`config.mk`:
```
export PLATFORM = sky130hd
export DESIGN_NAME = wdclr_exec
export DESIGN_NICKNAME = d
export VERILOG_FILES = /design/src/rtl/wdclr_pkg.sv /design/src/rtl/wdclr_match.sv /design/src/rtl/wdclr_exec.sv
export VERILOG_INCLUDE_DIRS = /design/src /design/src/rtl
export SDC_FILE = /design/constraint.sdc
export NUM_CORES = 1
export LEC_CHECK = 0
export BUFFER_PORTS_ARGS = -buffer_cell sky130_fd_sc_hd__buf_2
export CAP_MARGIN = 25
export CORE_AREA = 10 10 47 49
export DETAILED_ROUTE_END_ITERATION = 10
export DIE_AREA = 0 0 57 59
export PLACE_DENSITY_LB_ADDON = 0.3
export SETUP_SLACK_MARGIN = 0.15
export SYNTH_ARGS = -nofsm -noshare
export SYNTH_HDL_FRONTEND = slang
export SYNTH_HIERARCHICAL = 1
export SYNTH_SLANG_ARGS = --single-unit
export TNS_END_PERCENT = 10
```
`constraint.sdc`:
```
create_clock -name i_clk -period 2.3 [get_ports i_clk]
set_clock_uncertainty 0.15 [all_clocks]
set_input_delay 0.115 -clock i_clk [delete_from_list [all_inputs] [get_ports i_clk]]
set_output_delay 0.115 -clock i_clk [all_outputs]
set_load 0.02 [all_outputs]
```
`src/rtl/wdclr_consts.svh`:
```
// Constants for the watchdog-clear instruction decoder
`ifndef WDCLR_CONSTS_SVH
`define WDCLR_CONSTS_SVH
`define WDCLR_OPCODE 14'h0064
`define WDCLR_OPCODE_W 14
`define WDCLR_WDT_W 8
`define WDCLR_PRE_W 8
`define WDCLR_WDT_CLEAR 8'h00
`define WDCLR_PRE_CLEAR 8'h00
`define WDCLR_FLAG_SET 1'b1
`define WDCLR_FLAG_RST 1'b1
`endif

```
`src/rtl/wdclr_pkg.sv`:
```
// Types for the watchdog-clear instruction decoder
package wdclr_pkg;
   typedef enum logic [1:0] {
      WDCLR_Q1 = 2'b00,
      WDCLR_Q2 = 2'b01,
      WDCLR_Q3 = 2'b10,
      WDCLR_Q4 = 2'b11
   } wdclr_phase_e;
endpackage

```
`src/rtl/wdclr_match.sv`:
```
// Opcode comparator for the watchdog-clear instruction
`timescale 1ns/10ps
`include "wdclr_consts.svh"
module wdclr_match #(
   parameter int OPW = `WDCLR_OPCODE_W
) (
   // Clock and reset
   input wire logic i_clk,
   input wire logic i_rst,
   // Instruction word and its valid strobe
   input wire logic [OPW-1:0] i_instr,
   input wire logic i_load,
   // Registered decode result
   output logic o_hit
);
   logic hit_reg;
   logic hit_next;

   // Whole-word compare, no operand fields to mask
   always_comb begin
      hit_next = hit_reg;
      if (i_load) begin
         hit_next = (i_instr == OPW'(`WDCLR_OPCODE));
      end
   end

   // Decode result held until the next load
   always_ff @(posedge i_clk or posedge i_rst) begin
      if (i_rst) begin
         hit_reg <= 1'b0;
      end else begin
         hit_reg <= hit_next;
      end
   end

   assign o_hit = hit_reg;
endmodule

```
`src/rtl/wdclr_exec.sv`:
```
// Watchdog-clear instruction decode and execute
`timescale 1ns/10ps
`include "wdclr_consts.svh"
module wdclr_exec
   import wdclr_pkg::*;
#(
   parameter int OPW = `WDCLR_OPCODE_W
) (
   // Clock and reset
   input wire logic i_clk,
   input wire logic i_rst,
   // Instruction register from the core, valid at the decode phase
   input wire logic [OPW-1:0] i_instr,
   input wire logic i_instr_valid,
   // Four-phase pacing
   output logic [1:0] o_phase,
   // Watchdog side actions, one-cycle pulses
   output logic o_wdt_clear,
   output logic o_pre_clear,
   output logic o_flag_set,
   // Values written on a clear
   output logic [`WDCLR_WDT_W-1:0] o_wdt_value,
   output logic [`WDCLR_PRE_W-1:0] o_pre_value,
   output logic o_timeout_flag_n,
   output logic o_powerdown_flag_n
);
   wdclr_phase_e phase_reg;
   wdclr_phase_e phase_next;
   logic load;
   logic hit;
   logic clr_reg;
   logic clr_next;
   logic [1:0] phase_q;
   logic taken_reg;
   logic taken_next;
   logic [`WDCLR_WDT_W-1:0] wdt_value_reg;
   logic [`WDCLR_WDT_W-1:0] wdt_value_next;
   logic [`WDCLR_PRE_W-1:0] pre_value_reg;
   logic [`WDCLR_PRE_W-1:0] pre_value_next;
   logic to_n_reg;
   logic to_n_next;
   logic pd_n_reg;
   logic pd_n_next;

   // Word captured only in the decode phase
   assign load = (phase_reg == WDCLR_Q1) && i_instr_valid;

   wdclr_match #(
      .OPW(OPW)
   ) u_match (
      .i_clk(i_clk),
      .i_rst(i_rst),
      .i_instr(i_instr),
      .i_load(load),
      .o_hit(hit)
   );

   // Phase counter, free running through Q1..Q4
   always_comb begin
      unique case (phase_reg)
         WDCLR_Q1: phase_next = WDCLR_Q2;
         WDCLR_Q2: phase_next = WDCLR_Q3;
         WDCLR_Q3: phase_next = WDCLR_Q4;
         WDCLR_Q4: phase_next = WDCLR_Q1;
      endcase
      // Valid caught with the word, so an idle decode phase cannot reuse an old match
      taken_next = taken_reg;
      if (phase_reg == WDCLR_Q1) begin
         taken_next = i_instr_valid;
      end
      // Clear fires while entering Q4, so it is seen in Q4
      clr_next = (phase_reg == WDCLR_Q3) && hit && taken_reg;
   end

   // State registers
   always_ff @(posedge i_clk or posedge i_rst) begin
      if (i_rst) begin
         phase_reg <= WDCLR_Q1;
         clr_reg <= 1'b0;
         phase_q <= 2'b00;
         taken_reg <= 1'b0;
      end else begin
         phase_reg <= phase_next;
         clr_reg <= clr_next;
         phase_q <= phase_next;
         taken_reg <= taken_next;
      end
   end

   // All actions share one pulse so counter, prescaler and flags move together
   assign o_phase = phase_q;
   assign o_wdt_clear = clr_reg;
   assign o_pre_clear = clr_reg;
   assign o_flag_set = clr_reg;
   assign o_wdt_value = wdt_value_reg;
   assign o_pre_value = pre_value_reg;
   // Only the strobe tells the status register to write these
   assign o_timeout_flag_n = to_n_reg;
   assign o_powerdown_flag_n = pd_n_reg;

   // Fixed values, kept in flops so that every output leaves a register
   always_comb begin
      wdt_value_next = `WDCLR_WDT_CLEAR;
      pre_value_next = `WDCLR_PRE_CLEAR;
      to_n_next = `WDCLR_FLAG_SET;
      pd_n_next = `WDCLR_FLAG_SET;
   end

   // Reset loads the written values too, so a clear just after reset is safe
   always_ff @(posedge i_clk or posedge i_rst) begin
      if (i_rst) begin
         wdt_value_reg <= `WDCLR_WDT_CLEAR;
         pre_value_reg <= `WDCLR_PRE_CLEAR;
         to_n_reg <= `WDCLR_FLAG_RST;
         pd_n_reg <= `WDCLR_FLAG_RST;
      end else begin
         wdt_value_reg <= wdt_value_next;
         pre_value_reg <= pre_value_next;
         to_n_reg <= to_n_next;
         pd_n_reg <= pd_n_next;
      end
   end
endmodule

```
==> metrics.yaml <==
status: "complete, no violations"
netlist.area_leader.share_pct: 36.25
numCtsBuffers: 3
routed_wl_um: 954
overflow: 0
syn2layout_area_growth_pct: 19.64
syn-instance-count: 43
h-tree-depth: 1
ys_types: 15
core_um2: 1401
grt_max_degree: 5
ys.flop_type: "dfrtp_1"
nets: 86
initial_core_util_pct: 29.55
slowest_delay_ns: 0.38
cellPowerDensity_nw_per_um2: 481.7
switching_power_w: 0.00006924
combPwrFrac_pct: 20.4
antennaDiodeCount: 0
clk_pin_slew_worst_paths_ns: 0.04
drc: 0
track_usage_pct: 5.490
cts-resized-gates: 0
post_dp_cell_area_um2: 449.2
yosysMostFrequentCell: "buf_4"
die-area_um2: 3363
clk_latency_ns: 0.24
irDropWorstVdd_v: 0.0002464
die_w_um: 57
worstPathMaxFanout: 3
fmaxAchievable_mhz: 699.9
ant_nets: 0
slew_viol_final: 0
cts_tree: "done"
required_ns: 2.33
clock_power_share_pct: 42.0
fp.dieH_um: 59
drt_iter0_drc: 3
synth.area.top_cells: "buf_4 36%, dfrtp_1 30%, ha_1 6.0%"
ys_ff_latch: 5
crit_arrival_ns: 1.46
p_int_w: 0.0001694
critPathSlowestCell: "dfrtp_1"
cts.sinks: 5
period_share_pct: 62.12
seq_area_frac_synth_pct: 30.21
p_seq_share_pct: 37.5
cts_hold_buf: 2
cts_setup_buffers: 0
syn_area_per_cell_um2: 9.631
period_needed_ns: 1.429
drt_first_pass_iters: 2
gp_congestion: 0.7226
leakagePower_nw: 0.3168
setup_tns_ns: 0
grt_pass1_wl_um: 1469
setup_viol: 0
final_area_um2: 495.5
start_kind: "register"
cap_violations: 0
synth_edf_count: 0
yosysWarnings: 6
critical_path.top_delay_family: "flip-flops"
drive_above_1_share_pct: 42.42
min_path_type: "in2reg"
place.port_buffers: 21
largest_reg_flops: 2
async_reset_ff_share_pct: 100.0
path_cells: "inv_1 > ha_1 > and2_2 > nor4bb_1 > a41o_1"
end_kind: "register"
synth_area_leader_cell: "buf_4"
vias_per_cell: 3.634
worstSetupPathType: "reg2reg"
io_pins: 40
clock_path_buffers: 2
path_buf_inv: 1
sw_frac_of_total_pct: 29.01
clock-root-buffer: "clkbuf_4"
synthTopCellsByCount: "20 x buf_4, 5 x dfrtp_1, 4 x inv_1"
dp_hpwl_um: 866.3
grt_pass1_vias: 322
core.rowCount: 14
antenna_found_initial: 0
vias: 298
syn-cell-area_um2: 414.1
avgRoutedWirePerCell_um: 11.63
rsz0062_at_grt: "no"
hold_viol_final: 0
## placed cells by master (no fill, tap or decap)
| cell | netlist | final |
|---|---|---|
| dfrtp_1 | 5 | 5 |
| conb_1 | 2 | 18 |
| or2_1 | 1 | 1 |
| inv_1 | 4 | 4 |
| nor2b_1 | 1 | 1 |
| and4bb_2 | 1 | 1 |
| a41o_1 | 1 | 1 |
| and3_1 | 1 | 1 |
| dlygate4sd3_1 | 0 | 2 |
| mux2_4 | 1 | 1 |
| clkbuf_4 | 0 | 3 |
| nor4_2 | 1 | 1 |
| nor4bb_1 | 1 | 1 |
| clkbuf_1 | 0 | 1 |
| and2_2 | 1 | 1 |
| ha_1 | 2 | 2 |
| nor3_1 | 1 | 1 |
| buf_2 | 0 | 21 |
## final timing paths
kind	startpoint	slack [ns]	endpoint	depth (start not counted)
max	o_phase[0]	0.87	u_match/o_hit	5
min	i_instr[1]	0.05	u_match/o_hit	3
max reg2reg	o_phase[0]	0.87	u_match/o_hit	5
min reg2reg	taken_reg	0.35	taken_reg	1
max in group asynchronous	i_rst	1.68	o_phase[1]	3
min in group asynchronous	i_rst	0.11	u_match/o_hit	3
## cells by family after synthesis
logic type | synth area share [%]
buffers and inverters | 39.88
adder cells (fa/ha/maj) | 6.041
flip-flops | 30.21
other | 1.813
AO/OA/AOI/OAI | 2.417
AND/OR/NAND/NOR | 16.01
multiplexers | 3.624
## through the flow
stage | power [W] | setup slack [ns] | hold WS, ns | util [%] | cells
after floorplan | 0.0001446 | 0.8242 | -0.3063 | - | 59
after global placement | 0.0001358 | 0.9120 | -0.1855 | 32.05 | 76
after detailed placement | 0.0001358 | 0.8644 | -0.1871 | 32.05 | 76
after CTS | 0.0002422 | 0.8545 | 0.05168 | 35.36 | 82
after global routing | 0.0002545 | 0.7188 | 0.05622 | 35.36 | 82
final | 0.0002387 | 0.8713 | 0.05343 | 35.36 | 82
## metal layers
layer,vias up,track usage (%),routed length (µm)
met2,25,8.527,457
met5,-,0,0
met1,129,4.374,304
met4,0,2.013,0
li1,144,-,-
met3,0,6.223,191
## power groups by stage
stage | sequential (W) | clock (W) | combinational, W
after floorplan | 0.0000907 | 0 | 0.0000539
after global placement | 0.0000908 | 0 | 0.0000450
after detailed placement | 0.0000908 | 0 | 0.0000450
after CTS | 0.0000895 | 0.000105 | 0.0000478
after global routing | 0.0000897 | 0.000111 | 0.0000536
final | 0.0000895 | 0.000100 | 0.0000488
## layout make-up
type                       instances  area [µm²]
clock buffer                       4       26.28
fill                             146       905.9
inverter                           4       15.01
multi-input combinational         30       183.9
sequential                         5       125.1
tap                               16       20.02
timing repair buffer              23       125.1
## worst min-delay path, delay by kind of cell
kind,cells,cell delay (ns)
buffers and inverters,1,0.08
AO/OA/AOI/OAI,1,0.17
AND/OR/NAND/NOR,1,0.04
Power figures use the tool's default switching activity.
